===== src/sdc_cfg.svh =====
// Constants for the serial diagnosis and control link
`ifndef SDC_CFG_SVH
`define SDC_CFG_SVH
`define SDC_FRAME_BITS 16
`define SDC_DIR_BIT 15
`define SDC_ADDR_HI 14
`define SDC_ADDR_LO 13
`define SDC_DATA_W 13
`define SDC_THR_HI 12
`define SDC_THR_LO 11
`define SDC_LOAD_HI 10
`define SDC_LOAD_LO 9
`define SDC_CH2_BIT 0
`define SDC_CH4_BIT 1
`define SDC_CH5_BIT 2
`define SDC_CMD_RESET 13'h0000
`define SDC_CMD_WMASK 13'h1e07
`define SDC_DIAG_RESET 13'h0000
`define SDC_DIAG_RDCLR 13'h15ff
`define SDC_DIAG_OC45 13'h0a00
`define SDC_CH2_OVERCURRENT_FLAG_BIT 3
`define SDC_CH4_OVERCURRENT_FLAG_BIT 9
`define SDC_CH5_OVERCURRENT_FLAG_BIT 11
`define SDC_WATCHDOG_EXPIRED_FLAG_BIT 11
`define SDC_WD_OFF_BIT 12
`define SDC_HOST_TX 8'h00
`define SDC_HOST_RX 8'h04
`define SDC_HOST_STAT 8'h08
`define SDC_HOST_LEN 8'h0c
`define SDC_CLK_NS 20
`define SDC_HALF_NS 160
`define SDC_LEAD_NS 210
`define SDC_LAG_NS 75
`define SDC_GAP_NS 550
`define SDC_HALF_CYC (`SDC_HALF_NS / `SDC_CLK_NS)
`define SDC_LEAD_CYC ((`SDC_LEAD_NS + `SDC_CLK_NS - 1) / `SDC_CLK_NS)
`define SDC_LAG_CYC ((`SDC_LAG_NS + `SDC_CLK_NS - 1) / `SDC_CLK_NS)
`define SDC_GAP_CYC ((`SDC_GAP_NS + `SDC_CLK_NS - 1) / `SDC_CLK_NS)
`endif


===== src/sdc_pkg.sv =====
// Types shared by both ends of the serial diagnosis and control link
`default_nettype none
package sdc_pkg;
    typedef enum logic [1:0] {
        SDC_SEL_CMD = 2'h0,
        SDC_SEL_DIAG = 2'h1,
        SDC_SEL_STAT = 2'h2,
        SDC_SEL_NONE = 2'h3
    } sdc_addr_t;
    typedef enum logic [5:0] {
        SDC_H_IDLE = 6'h01,
        SDC_H_LEAD = 6'h02,
        SDC_H_HIGH = 6'h04,
        SDC_H_LOW = 6'h08,
        SDC_H_LAG = 6'h10,
        SDC_H_GAP = 6'h20
    } sdc_host_state_t;
endpackage
`default_nettype wire


===== src/sdc_if.sv =====
// Four-wire serial link between controller and device
`timescale 1ns/1ps
`default_nettype none
interface sdc_if;
    logic chip_select_n;
    logic sclk;
    logic si;
    logic so_data;
    logic so_oe_n;
    modport dev (
        input chip_select_n,
        input sclk,
        input si,
        output so_data,
        output so_oe_n
    );
    modport host (
        output chip_select_n,
        output sclk,
        output si,
        input so_data,
        input so_oe_n
    );
endinterface
`default_nettype wire


===== src/sdc_dev.sv =====
// Device end: 16-bit serial slave with command, diagnosis and status words
//
// Local design decisions: strobed register access and the placing of the registers.
`timescale 1ns/1ps
`include "sdc_cfg.svh"
`default_nettype none
module sdc_dev (
    input wire logic clock,
    input wire logic reset,
    sdc_if.dev link,
    input wire logic [`SDC_DATA_W-1:0] fault_cond,
    input wire logic ch1_on_state,
    input wire logic ch3_on_state,
    input wire logic watchdog_timeout,
    input wire logic reset_output_n,
    input wire logic watchdog_off_pin,
    output logic ch2_on_ctrl,
    output logic ch4_on_ctrl,
    output logic ch5_on_ctrl,
    output logic [1:0] vrs_threshold_sel,
    output logic [1:0] vrs_load_sel,
    output logic [`SDC_DATA_W-1:0] diag_flags
);
    import sdc_pkg::*;

    ////////////////////////////////////////////////////////////////////////
    logic [3:0] pins_s;
    logic csn_s;
    logic sclk_s;
    logic si_s;
    logic watchdog_off_flag;
    logic csn_prev_q;
    logic sclk_prev_q;
    logic nro_prev_q;

    sdc_sync #(.WIDTH(4), .INIT(4'h8)) u_sync (
        .clock(clock),
        .reset(reset),
        .din({link.chip_select_n, link.sclk, link.si, watchdog_off_pin}),
        .dout(pins_s)
    );
    assign {csn_s, sclk_s, si_s, watchdog_off_flag} = pins_s;

    always_ff @(posedge clock) begin
        if (reset) begin
            csn_prev_q <= 1'b1;
            sclk_prev_q <= 1'b0;
            nro_prev_q <= 1'b1;
        end else begin
            csn_prev_q <= csn_s;
            sclk_prev_q <= sclk_s;
            nro_prev_q <= reset_output_n;
        end
    end

    logic in_frame;
    logic csn_fall;
    logic csn_rise;
    logic sclk_rise;
    logic sclk_fall;
    logic wd_rst;
    logic nro_rise;
    // Edges count only inside a frame, so a busy clock while deselected
    // leaves the shifters untouched
    assign in_frame = !csn_s && !csn_prev_q;
    assign csn_fall = csn_prev_q && !csn_s;
    assign csn_rise = !csn_prev_q && csn_s;
    assign sclk_rise = in_frame && sclk_s && !sclk_prev_q;
    assign sclk_fall = in_frame && !sclk_s && sclk_prev_q;
    assign wd_rst = !reset_output_n;
    assign nro_rise = reset_output_n && !nro_prev_q;

    ////////////////////////////////////////////////////////////////////////
    logic [`SDC_FRAME_BITS-1:0] rx_q;
    logic [`SDC_FRAME_BITS-1:0] tx_q;
    logic [4:0] cnt_q;

    always_ff @(posedge clock) begin
        if (reset) begin
            rx_q <= '0;
            cnt_q <= 5'h00;
        end else if (csn_fall) begin
            cnt_q <= 5'h00;
        end else if (sclk_fall) begin
            rx_q <= {rx_q[`SDC_FRAME_BITS-2:0], si_s};
            if (cnt_q != 5'h1f) begin
                cnt_q <= cnt_q + 5'h01;
            end
        end
    end

    logic rx_dir;
    sdc_addr_t rx_addr;
    logic len_ok;
    logic cmd_ok;
    logic exec;
    assign rx_dir = rx_q[`SDC_DIR_BIT];
    assign rx_addr = sdc_addr_t'(rx_q[`SDC_ADDR_HI:`SDC_ADDR_LO]);
    assign len_ok = cnt_q == 5'(`SDC_FRAME_BITS);
    assign cmd_ok = rx_dir ? (rx_addr == SDC_SEL_CMD)
                           : (rx_addr != SDC_SEL_NONE);
    assign exec = csn_rise && !wd_rst && len_ok && cmd_ok;

    ////////////////////////////////////////////////////////////////////////
    logic rep_dir_q;
    sdc_addr_t rep_addr_q;

    always_ff @(posedge clock) begin
        if (reset) begin
            rep_dir_q <= 1'b0;
            rep_addr_q <= SDC_SEL_CMD;
        end else if (nro_rise) begin
            rep_dir_q <= 1'b0;
            rep_addr_q <= SDC_SEL_STAT;
        end else if (exec) begin
            rep_dir_q <= rx_dir;
            rep_addr_q <= rx_addr;
        end else if (csn_rise && !wd_rst) begin
            rep_dir_q <= 1'b0;
            rep_addr_q <= SDC_SEL_DIAG;
        end
    end

    ////////////////////////////////////////////////////////////////////////
    logic [`SDC_DATA_W-1:0] cmd_q;
    logic [`SDC_DATA_W-1:0] diag_q;
    logic watchdog_expired_flag_q;
    logic oc45_armed_q;
    logic cmd_write;
    logic diag_shown;
    logic stat_shown;

    assign cmd_write = exec && rx_dir;
    // A flag other than bits 9 and 11 is cleared when it is actually shifted out, not when the
    // read is requested, so the reader never loses a pending fault
    assign diag_shown = csn_fall && !wd_rst && rep_addr_q == SDC_SEL_DIAG;
    assign stat_shown = csn_fall && !wd_rst && rep_addr_q == SDC_SEL_STAT;

    always_ff @(posedge clock) begin
        if (reset) begin
            cmd_q <= `SDC_CMD_RESET;
        end else if (cmd_write) begin
            cmd_q <= rx_q[`SDC_DATA_W-1:0] & `SDC_CMD_WMASK;
        end
    end

    always_ff @(posedge clock) begin
        if (reset) begin
            oc45_armed_q <= 1'b0;
        end else if (diag_shown) begin
            oc45_armed_q <= 1'b1;
        end else if (cmd_write) begin
            oc45_armed_q <= 1'b0;
        end
    end

    logic [`SDC_DATA_W-1:0] diag_clr;
    always_comb begin
        diag_clr = '0;
        if (diag_shown) begin
            diag_clr = diag_clr | `SDC_DIAG_RDCLR;
        end
        if (cmd_write && oc45_armed_q) begin
            diag_clr = diag_clr | `SDC_DIAG_OC45;
        end
    end

    always_ff @(posedge clock) begin
        if (reset) begin
            diag_q <= `SDC_DIAG_RESET;
        end else begin
            // A live condition always sets, even in the clearing cycle
            diag_q <= (diag_q & ~diag_clr) | fault_cond;
        end
    end

    always_ff @(posedge clock) begin
        if (reset) begin
            watchdog_expired_flag_q <= 1'b0;
        end else if (watchdog_timeout) begin
            watchdog_expired_flag_q <= 1'b1;
        end else if (stat_shown) begin
            watchdog_expired_flag_q <= 1'b0;
        end
    end

    logic [`SDC_DATA_W-1:0] stat_w;
    always_comb begin
        stat_w = '0;
        stat_w[0] = ch1_on_state;
        stat_w[1] = cmd_q[`SDC_CH2_BIT];
        stat_w[2] = ch3_on_state;
        stat_w[3] = cmd_q[`SDC_CH4_BIT] && !diag_q[`SDC_CH4_OVERCURRENT_FLAG_BIT];
        stat_w[4] = cmd_q[`SDC_CH5_BIT] && !diag_q[`SDC_CH5_OVERCURRENT_FLAG_BIT];
        stat_w[`SDC_WATCHDOG_EXPIRED_FLAG_BIT] = watchdog_expired_flag_q;
        stat_w[`SDC_WD_OFF_BIT] = watchdog_off_flag;
    end

    logic [`SDC_DATA_W-1:0] rep_data;
    always_comb begin
        case (rep_addr_q)
            SDC_SEL_CMD: rep_data = cmd_q;
            SDC_SEL_DIAG: rep_data = diag_q;
            SDC_SEL_STAT: rep_data = stat_w;
            default: rep_data = '0;
        endcase
    end

    ////////////////////////////////////////////////////////////////////////
    logic so_q;
    logic so_oe_n_q;

    always_ff @(posedge clock) begin
        if (reset) begin
            tx_q <= '0;
        end else if (csn_fall && !wd_rst) begin
            tx_q <= {rep_dir_q, rep_addr_q, rep_data};
        end else if (sclk_rise && !wd_rst) begin
            tx_q <= {tx_q[`SDC_FRAME_BITS-2:0], 1'b0};
        end
    end

    always_ff @(posedge clock) begin
        if (reset) begin
            so_q <= 1'b0;
            so_oe_n_q <= 1'b0;
        end else begin
            so_oe_n_q <= csn_s;
            if (csn_fall || (wd_rst && !csn_s)) begin
                so_q <= |diag_q;
            end else if (sclk_rise) begin
                so_q <= tx_q[`SDC_FRAME_BITS-1];
            end
        end
    end

    assign link.so_data = so_q;
    assign link.so_oe_n = so_oe_n_q;
    assign ch2_on_ctrl = cmd_q[`SDC_CH2_BIT];
    assign ch4_on_ctrl = cmd_q[`SDC_CH4_BIT];
    assign ch5_on_ctrl = cmd_q[`SDC_CH5_BIT];
    assign vrs_threshold_sel = cmd_q[`SDC_THR_HI:`SDC_THR_LO];
    assign vrs_load_sel = cmd_q[`SDC_LOAD_HI:`SDC_LOAD_LO];
    assign diag_flags = diag_q;
endmodule // sdc_dev
`default_nettype wire


===== src/sdc_sync.sv =====
// Two-stage synchroniser for inputs from outside the clock domain
`timescale 1ns/1ps
`default_nettype none
module sdc_sync #(
    parameter int WIDTH = 1,
    parameter logic [WIDTH-1:0] INIT = '0
) (
    input wire logic clock,
    input wire logic reset,
    input wire logic [WIDTH-1:0] din,
    output logic [WIDTH-1:0] dout
);
    logic [WIDTH-1:0] meta_q;
    always_ff @(posedge clock) begin
        if (reset) begin
            meta_q <= INIT;
            dout <= INIT;
        end else begin
            meta_q <= din;
            dout <= meta_q;
        end
    end
endmodule // sdc_sync
`default_nettype wire

===== src/flat_wrapper.sv =====
// flat-port wrapper written by rule: the top's interface ports become plain ports
module sdc_dev_flat import sdc_pkg::*;
  (clock, reset, fault_cond, ch1_on_state, ch3_on_state, watchdog_timeout, reset_output_n, watchdog_off_pin, ch2_on_ctrl, ch4_on_ctrl, ch5_on_ctrl, vrs_threshold_sel, vrs_load_sel, diag_flags, link_chip_select_n, link_sclk, link_si, link_so_data, link_so_oe_n);
  sdc_if link_i ();
  input wire logic clock;
  input wire logic reset;
  input wire logic [`SDC_DATA_W-1:0] fault_cond;
  input wire logic ch1_on_state;
  input wire logic ch3_on_state;
  input wire logic watchdog_timeout;
  input wire logic reset_output_n;
  input wire logic watchdog_off_pin;
  output logic ch2_on_ctrl;
  output logic ch4_on_ctrl;
  output logic ch5_on_ctrl;
  output logic [1:0] vrs_threshold_sel;
  output logic [1:0] vrs_load_sel;
  output logic [`SDC_DATA_W-1:0] diag_flags;
  input wire logic [$bits(link_i.chip_select_n)-1:0] link_chip_select_n;
  input wire logic [$bits(link_i.sclk)-1:0] link_sclk;
  input wire logic [$bits(link_i.si)-1:0] link_si;
  output wire logic [$bits(link_i.so_data)-1:0] link_so_data;
  output wire logic [$bits(link_i.so_oe_n)-1:0] link_so_oe_n;
  assign link_i.chip_select_n = link_chip_select_n;
  assign link_i.sclk = link_sclk;
  assign link_i.si = link_si;
  assign link_so_data = link_i.so_data;
  assign link_so_oe_n = link_i.so_oe_n;
  sdc_dev u_core (.clock(clock), .reset(reset), .link(link_i), .fault_cond(fault_cond), .ch1_on_state(ch1_on_state), .ch3_on_state(ch3_on_state), .watchdog_timeout(watchdog_timeout), .reset_output_n(reset_output_n), .watchdog_off_pin(watchdog_off_pin), .ch2_on_ctrl(ch2_on_ctrl), .ch4_on_ctrl(ch4_on_ctrl), .ch5_on_ctrl(ch5_on_ctrl), .vrs_threshold_sel(vrs_threshold_sel), .vrs_load_sel(vrs_load_sel), .diag_flags(diag_flags));
endmodule

===== config.mk =====
export PLATFORM = sky130hd
export DESIGN_NAME = sdc_dev_flat
export DESIGN_NICKNAME = d
export VERILOG_FILES = /design/src/sdc_pkg.sv /design/src/sdc_if.sv /design/src/sdc_dev.sv /design/src/sdc_sync.sv /design/src/flat_wrapper.sv
export VERILOG_INCLUDE_DIRS = /design/src /design/src/src
export SDC_FILE = /design/constraint.sdc
export NUM_CORES = 1
export LEC_CHECK = 0
export ABC_AREA = 1
export BUFFER_PORTS_ARGS = -buffer_cell sky130_fd_sc_hd__buf_2
export CAP_MARGIN = 10
export CORE_MARGIN = 10
export CORE_UTILIZATION = 35
export DETAILED_ROUTE_END_ITERATION = 10
export HOLD_SLACK_MARGIN = 0.02
export MAX_ROUTING_LAYER = met4
export PLACE_DENSITY = 0.63
export SLEW_MARGIN = 5
export SYNTH_ARGS = -nofsm -noshare
export SYNTH_HDL_FRONTEND = slang
export SYNTH_SLANG_ARGS = --single-unit

===== constraint.sdc =====
create_clock -name clock -period 3.7 [get_ports clock]
set_input_delay 0.74 -clock clock [delete_from_list [all_inputs] [get_ports clock]]
set_output_delay 0.74 -clock clock [all_outputs]
set_load 0.03 [all_outputs]

After elaboration in Yosys (flattened, before gate mapping)
Cells that the tools add are included.
Widths: inputs -> output; s select.

word-level totals
  output and inout bits = 22
  flip-flop bits (word level) = 75
  input bits = 23
  word-level logic and storage cells = 86

operators by class
  eq/ne operators = 5
  mux-type cells = 17
  reductions and logical operators = 42
  $add $sub $neg = 1
  bitwise gates (word level) = 4

operators with widths
  cell                 number
  $pmux 13 s3          1
  $mux 16              2
  $logic_and 1x1->1    20
  $and 13x13->13       1
  $mux 13              1
  $not 13->13          1
  $or 13x13->13        1
  $reduce_or 13->1     1
  $mux 12              1
  $reduce_bool 2->1    5
  $mux 1               9
  $logic_not 1->1      8
  $mux 2               3
  $add 5x1->5 const B  1
  $eq 5x5->1 const B   1
  $ne 5x5->1 const B   1
  $logic_not 2->1      2
  $reduce_and 2->1     2
  $reduce_or 2->1      2
  $reduce_bool 3->1    1
  $eq 2x1->1 const B   1
  $eq 2x2->1 const B   1
  $ne 2x2->1 const B   1
  $logic_or 1x1->1     1
  $not 1->1            1

Depth between registers and ports, before layout
Gate-level depths: netlist of the first run.

  depth after elaboration = 11
  gate-level depth with buffers = 10
  gate-level depth less buffers = 9

Modules after synthesis
A second synthesis of the first run with hierarchy kept.

second synthesis, totals
  cell total of the unflattened synthesis = 414
  area total of the unflattened synthesis = 3,064.2 µm²

by module, submodules not included
  module    cells each  seq. area each (µm²)  area an instance (µm²)  times used
  sdc_dev   389         1,341.3               2,840.2                 1
  sdc_sync  25          160.2                 224.0                   1

Worst setup path before layout of the first run
Ideal clock, no wire load.

  path kind = input-to-reg
  start point = input reset_output_n
  end point = register u_core.diag_q[9] (netlist: u_core.diag_flags[9])
  setup time = 132 ps
  slack = 2,176 ps
  stages on the path = 6
  data arrival time = 1,392 ps
  required time = 3,568 ps
  path buffers = 1
  cell sequence = nand3_1 nor2_2 buf_4 nand4_1 nand2_1 a21oi_1

between the ends
  cells in the longest elaborated chain, start to end = 9

ends and longest elaborated chain
  what                            RTL line            source
  from (decl)                     flat_wrapper.sv:11  input wire logic reset_output_n;
  $logic_and 1x1->1 (3 in a row)  sdc_dev.sv:102      assign exec = csn_rise && !wd_rst && len_ok && cmd_ok;
  $logic_and 1x1->1               sdc_dev.sv:133      assign cmd_write = exec && rx_dir;
  $logic_and 1x1->1               sdc_dev.sv:163      if (cmd_write && oc45_armed_q) begin
  $mux 12                         sdc_dev.sv:163
  $not 13->13                     sdc_dev.sv:173      diag_q <= (diag_q & ~diag_clr) | fault_cond;
  $and 13x13->13                  sdc_dev.sv:173
  $or 13x13->13                   sdc_dev.sv:173
  to (signal assigned)            sdc_dev.sv:170      diag_q <= `SDC_DIAG_RESET;
  to (signal assigned)            sdc_dev.sv:173
  to (decl)                       sdc_dev.sv:126      logic [`SDC_DATA_W-1:0] diag_q;

No other way between the ends.
A chain may end at the register's enable or synchronous reset.

==> results.md, run 1 <==
- # rows: 33
- Port bufs: 44
- Drt total wl: 7.06 mm
- Final nets: 461
- Clk Latency, worst-skew pair: about 350 ps
- Starting Density: 36.3%
- Die Ht: 113 um
- Cell Pwr Density: about 450 nW/um2
- Reg2reg start: u_core.u_sync.dout[3]
- Clk sinks: 75
- Worst clock skew: 13.9 ps
- Netlist Area Pre-Place: approximately 3000 um2
- Htree depth: 3
- EDFF count, synth: 0
- Total CTS buffers: 9
- Synthesized Nets: between 400 and 500
- Core Footprint: 8300 um2
- Largest net degree at the start of global routing: 39
- Max Cap Violations: 0
- Vias per cell: 4.73
- Vias: 2579
- CTS tree: yes
- Detailed router's first-iteration violation count: 73
- P&R area growth vs syn: 14.8%
- HPWL Detailed: 5.14 mm
- Final Slew Violations: 0
- CTS max path bufs: 2
- ANT nets after route: 0
- Hold path start: u_core.u_sync.meta_q[2]
- Syn_area_per_cell: 7.59 um2
- Hold worst-path end: u_core.u_sync.dout[2]
- CTS resizes: 0
- Peak VDD IR: 0.203 mV
- Crit path max fanout: 38
- GRT Total Usage: 11.4%
- Worst Path Required: 3910 ps
- Hold Violations, Final: 0
- RR Endpoint: u_core.cnt_q[1]
- RSZ-0062 raised after global routing: no
- Hold buffers post-CTS: 0
- Worst-Margin Slew: 830 ps
- R2r worst-path depth: 6
- Register bit total from synthesis: 75
- DRC errors left: 0
- Io pins: 45
- Final Util: 41.7%
- Syn. warnings: 0
- Clock transition at path regs: 80 ps
- Synth unique cells: 27
- N_diodes: 0
- Fmax achieved: 506 MHz
- Post-CTS Repair Setup Buffers: 0
- Chip width: 113 um
- Synth top cells by count: dfxtp_1, a21oi_1, nor2_1, o21ai_0, nand2_1
- Async S/R FF share, synth: 0%
- Cells after Synth: ~400
- Layout cells sized above 1: ~16%
- GRT overflow: 0
- Critical path launch point type: input pin
- Hold depth: 2
- Most common cell in the netlist: dfxtp_1
- Endpoint type of the worst setup path: flip-flop
- Routability cong.: 0.823
- Hold WC Path Type: reg -> reg
- Antenna violations before repair: 0
- Global-route wire length before repair: between 10 and 15 mm
- Relative slew slack: 44.6%
- Final setup fails: 0
- Worst EP arrival: 2190 ps
- Register area share after synthesis: 49.8%
- Yosys top cell area share: 49.8%
- Lkg Pwr: approximately 1.5 nW
- Primary FF master, synth: dfxtp_1
- Status: completed
- Top cells by area, synth: dfxtp_1, a21oi_1, o21ai_0
- Leading area contributor after synthesis: dfxtp_1
- Root buf cell: clkbuf_8
- First drt pass iteration count: 4
- Final period util: 53.5%
- Per-cell routed wire length: 13.0 um
- Reg2reg setup slack: around 1800 ps
- Vias in the first global route: 2511
- Fin Setup TNS: 0 ps
- Die area: 12700 um2
- Minimum clock period: 1980 ps
- Crit Path Class: in -> reg
critical path, cell delays in order:
cell     delay (ps)
buf_2           520
inv_1           600
o21ai_0         220
a21oi_1          80
cell families (layout without fill, tap and decap cells):
group	count (synthesis)	after routing	synth area share, %
and+or+nand+nor	136	136	19.5
AOI/OAI and AO/OA	116	116	19.9
DFF	75	75	49.8
buffers and inverters	66	109	9.22
adders and majority gates	3	3	1.25
xor gates and xnor gates	1	1	0.291
layer usage:
| layer | GRT usage (%) | wire [um] | vias to the layer above | share of wire [%] |
|---|---|---|---|---|
| met5 | - | 0 | - | 0 |
| met4 | 5.25 | 148 | 0 | 2.1 |
| met3 | 2.54 | 246 | 12 | 3.5 |
| met2 | 18.5 | 3420 | 36 | 48 |
| met1 | 13.2 | 3250 | 1157 | 46 |
| li1 | - | - | 1374 | - |
stage by stage:
| step | worst slack [ps] | cell area [um2] | hold WS, ps | instances | power (mW) |
|---|---|---|---|---|---|
| finish | 1720 | 3460 | 406 | 545 | 1.57 |
| global route | 1530 | 3460 | 423 | 545 | 1.64 |
| CTS | 1700 | 3460 | 409 | 545 | 1.59 |
| detailed placement | 1340 | 3270 | 397 | 529 | 0.978 |
| global placement | 1420 | 3270 | 392 | 529 | 0.976 |
| floorplan | 2180 | 3010 | 388 | 397 | 0.939 |
how the worst max path moves through the flow:
stage	startpoint	end	slack, ps	cells past startpoint
after CTS	reset	u_core.rx_q[2]	1700	4
after global placement	reset	u_core.rx_q[0]	1420	4
after global routing	reset	u_core.tx_q[6]	1530	4
final	reset	u_core.rx_q[2]	1720	4
after detailed placement	reset	u_core.rx_q[2]	1340	4
after floorplan	reset_output_n	u_core.diag_flags[9]	2180	6
area by class of cell:
class                      count  area, um2
fill                         827       4840
sequential                    75       1500
multi-input combinational    256       1230
timing repair buffer          44        220
inverter                      49        186
clock buffer                  12        135
tap                          105        131
clock inverter                 4       51.3
report_power, final:
| part | internal (mW) | leakage [nW] | switching, mW | total [mW] |
|---|---|---|---|---|
| registers | 0.831 | 0.613 | 0.0175 | 0.849 |
| clock network | 0.313 | 0.0906 | 0.298 | 0.611 |
| logic | 0.0366 | 0.754 | 0.0728 | 0.109 |
| total | 1.18 | 1.46 | 0.389 | 1.57 |
registers in the layout, summed over array words and instances, names as in the netlist, 2 cells and up:
signal                flops
u_core.tx_q              16
u_core.u_sync.meta_q      4
u_core.cnt_q              5
u_core.rep_addr_q         2
u_core.diag_flags        13
u_core.cmd_q              7
u_core.u_sync.dout        4
u_core.rx_q              16
cells in the final DEF (no fill, tap or decap):
master | Yosys | routed
clkinvlp_4 | 0 | 1
nand3_1 | 8 | 8
or2_2 | 2 | 2
nor3_1 | 2 | 2
o211ai_1 | 2 | 2
nand2_1 | 50 | 50
clkbuf_1 | 8 | 3
clkinv_2 | 0 | 1
nor2_4 | 1 | 1
nand3_2 | 1 | 1
inv_4 | 1 | 1
o21ai_0 | 52 | 52
a21boi_0 | 1 | 1
o21bai_1 | 1 | 1
a21oi_1 | 56 | 56
inv_2 | 3 | 3
ha_1 | 3 | 3
inv_1 | 45 | 45
nand4_1 | 9 | 9
clkinv_4 | 0 | 1
dfxtp_1 | 75 | 75
a22oi_1 | 4 | 4
nand4_2 | 1 | 1
buf_2 | 4 | 44
nor2_2 | 4 | 4
xnor2_1 | 1 | 1
bufinv_16 | 0 | 1
nor2_1 | 56 | 56
nand2_2 | 2 | 2
clkbuf_8 | 0 | 9
Note: power is estimated with default switching activity, not from simulation.
==> inputs of run 2 (changes only) <==
- PLACE_DENSITY: 0.63 -> 0.65
- clock period: 3.7 -> 1.78 ns (I/O delays scaled with it)
==> run 2 against run 1 <==
Net effect:
- global-route usage is 0.15 points higher
- clock power is 130% higher
- clock-buffer cell count is 3 lower
- routed wire length is 0.50% lower
- via count is 2.9% higher
- critical path depth is 4 higher
- power is 120% higher
- cell count is 1.3% higher
- non-clock buffer count is 7 higher
- worst hold slack worse by 240 ps
- critical endpoint is now u_core.cnt_q[1]
- largest cell class unchanged
==> results.md, run 2 (synthesis gave the netlist of run 1 again) <==
- Reg2reg setup slack: about 280 ps
- Vias per cell: 4.81
- Fin Setup TNS: 0 ps
- Core Footprint: just over 8000 um2
- Clk Latency, worst-skew pair: 370 ps
- Endpoint type of the worst setup path: flip-flop
- Post-CTS Repair Setup Buffers: 0
- Port bufs: 44
- Final Slew Violations: 0
- Crit-path max cell delay: 350 ps
- Vias: ~2.7k
- Fin Hold WS: 170 ps
- Final period util: 84.5%
- ANT nets after route: 0
- Register area: 1500 um2
- Peak VDD IR: 0.609 mV
- Fill cells: 853
- Antenna violations before repair: 0
- Most frequent CP cell: ha_1
- First drt pass iteration count: 4
- P&R area growth vs syn: 17.3%
- GRT overflow: 0
- Largest net degree at the start of global routing: 26
- Vias in the first global route: 2454
- Critical path launch point type: flip-flop
- Htree depth: 3
- Die area: roughly 13000 um2
- Cell Pwr Density: 955 nW/um2
- Die Ht: 113 um
- Crit path max fanout: 6
- Most common cell after layout, fill and taps aside: dfxtp_1
- Reg2reg start: u_core.cnt_q[0]
- Final setup fails: 0
- CTS resizes: 0
- Routability cong.: around 0.84
- Buf+Inv Stages, Crit Path: 1
- CTS max path bufs: 2
- Worst Path Required: 2040 ps
- CP top delay family: adder cells
- RR Endpoint: u_core.cnt_q[1]
- Hold Violations, Final: 0
- Per-cell routed wire length: 12.7 um
- Hold depth: 2
- N_diodes: 0
- Clock transition at path regs: 80 ps
- Hold worst-path end: u_core.u_sync.meta_q[3]
- Hold path start: link_chip_select_n
- R2r worst-path depth: 8
- Most frequent cells in the layout: dfxtp_1, nor2_1, a21oi_1
- Max Cap Violations: 0
- Final nets: 468
- Chip width: 113 um
- Layout cells sized above 1: 18.3%
- Multi-input logic area: roughly 1200 um2
- Worst clock skew: 10.8 ps
- HPWL Detailed: 5.21 mm
- Worst EP arrival: 1760 ps
- Tot Pwr: 3.38 mW
- Lkg Pwr: ~1.5 nW
- Slowest library cell on the worst path: dfxtp_1
- Drt total wl: 7.03 mm
- Fmax achieved: 665 MHz
- DRC errors left: 0
- Status: completed
- CP Cell Sequence: ha_1 > nand2_1 > nor2_1 > ha_1 > nor2_2 > inv_1 > o21ai_0 > a21oi_1
- Clk sinks: 75
- Worst-Margin Slew: roughly 470 ps
- RSZ-0062 raised after global routing: no
- # rows: 33
- Crit Path Class: reg -> reg
- Relative slew slack: 68.5%
- Hold WC Path Type: in -> reg
- GRT Total Usage: 11.6%
- Minimum clock period: roughly 1500 ps
- Starting Density: 36.3%
- Global-route wire length before repair: 11.9 mm
- Io pins: 45
- Hold buffers post-CTS: 0
- Root buf cell: clkbuf_8
- Total CTS buffers: 9
- Detailed router's first-iteration violation count: 110
- CTS tree: yes
[run 2: worst reg2reg max path: cells and delay by family, from the launching register on]
family	cells	cell delay, ps
adder cells (fa/ha/maj)	2	420
flip-flops	1	350
AND/OR/NAND/NOR	3	310
AO/OA/AOI/OAI	2	210
buffers and inverters	1	110
[run 2: per-layer routing]
metal	share of wire (%)	global-route usage [%]
met1	47	14.0
met2	48	17.7
met3	3.2	3.49
met4	1.5	4.57
met5	0	-
[run 2: per-stage QoR]
step | std cells | instance area [um2] | util [%] | worst slack (ps)
detailed placement | 536 | 3330 | 40.1 | 291
finish | 552 | 3530 | 42.6 | 275
global route | 552 | 3530 | 42.6 | 115
floorplan | 397 | 3010 | - | 401
global placement | 536 | 3330 | 40.1 | 352
CTS | 552 | 3530 | 42.6 | 280
[run 2: area by class of cell]
type                            count  area share, %
Multi-Input combinational cell    256           34.9
Clock inverter                      7           2.37
Clock buffer                        9           3.50
Sequential cell                    75           42.5
Timing Repair Buffer               51           7.72
Tap cell                          105           3.72
Inverter                           49           5.27
[run 2: power by group]
group	switching, mW	internal, mW	total [mW]	leakage (nW)
clock	0.710	0.671	1.38	0.102
sequential	0.0361	1.73	1.76	0.613
combinational	0.151	0.0815	0.232	0.787
[run 2: how the worst max path moves through the flow]
stage	from	endpoint	depth (start not counted)
floorplan	u_core.cnt_q[0]	u_core.cnt_q[1]	8
global placement	u_core.cnt_q[0]	u_core.cnt_q[1]	8
detailed placement	u_core.cnt_q[0]	u_core.cnt_q[1]	8
CTS	u_core.cnt_q[0]	u_core.cnt_q[1]	8
global route	u_core.u_sync.dout[3]	u_core.tx_q[1]	6
finish	u_core.cnt_q[0]	u_core.cnt_q[1]	8
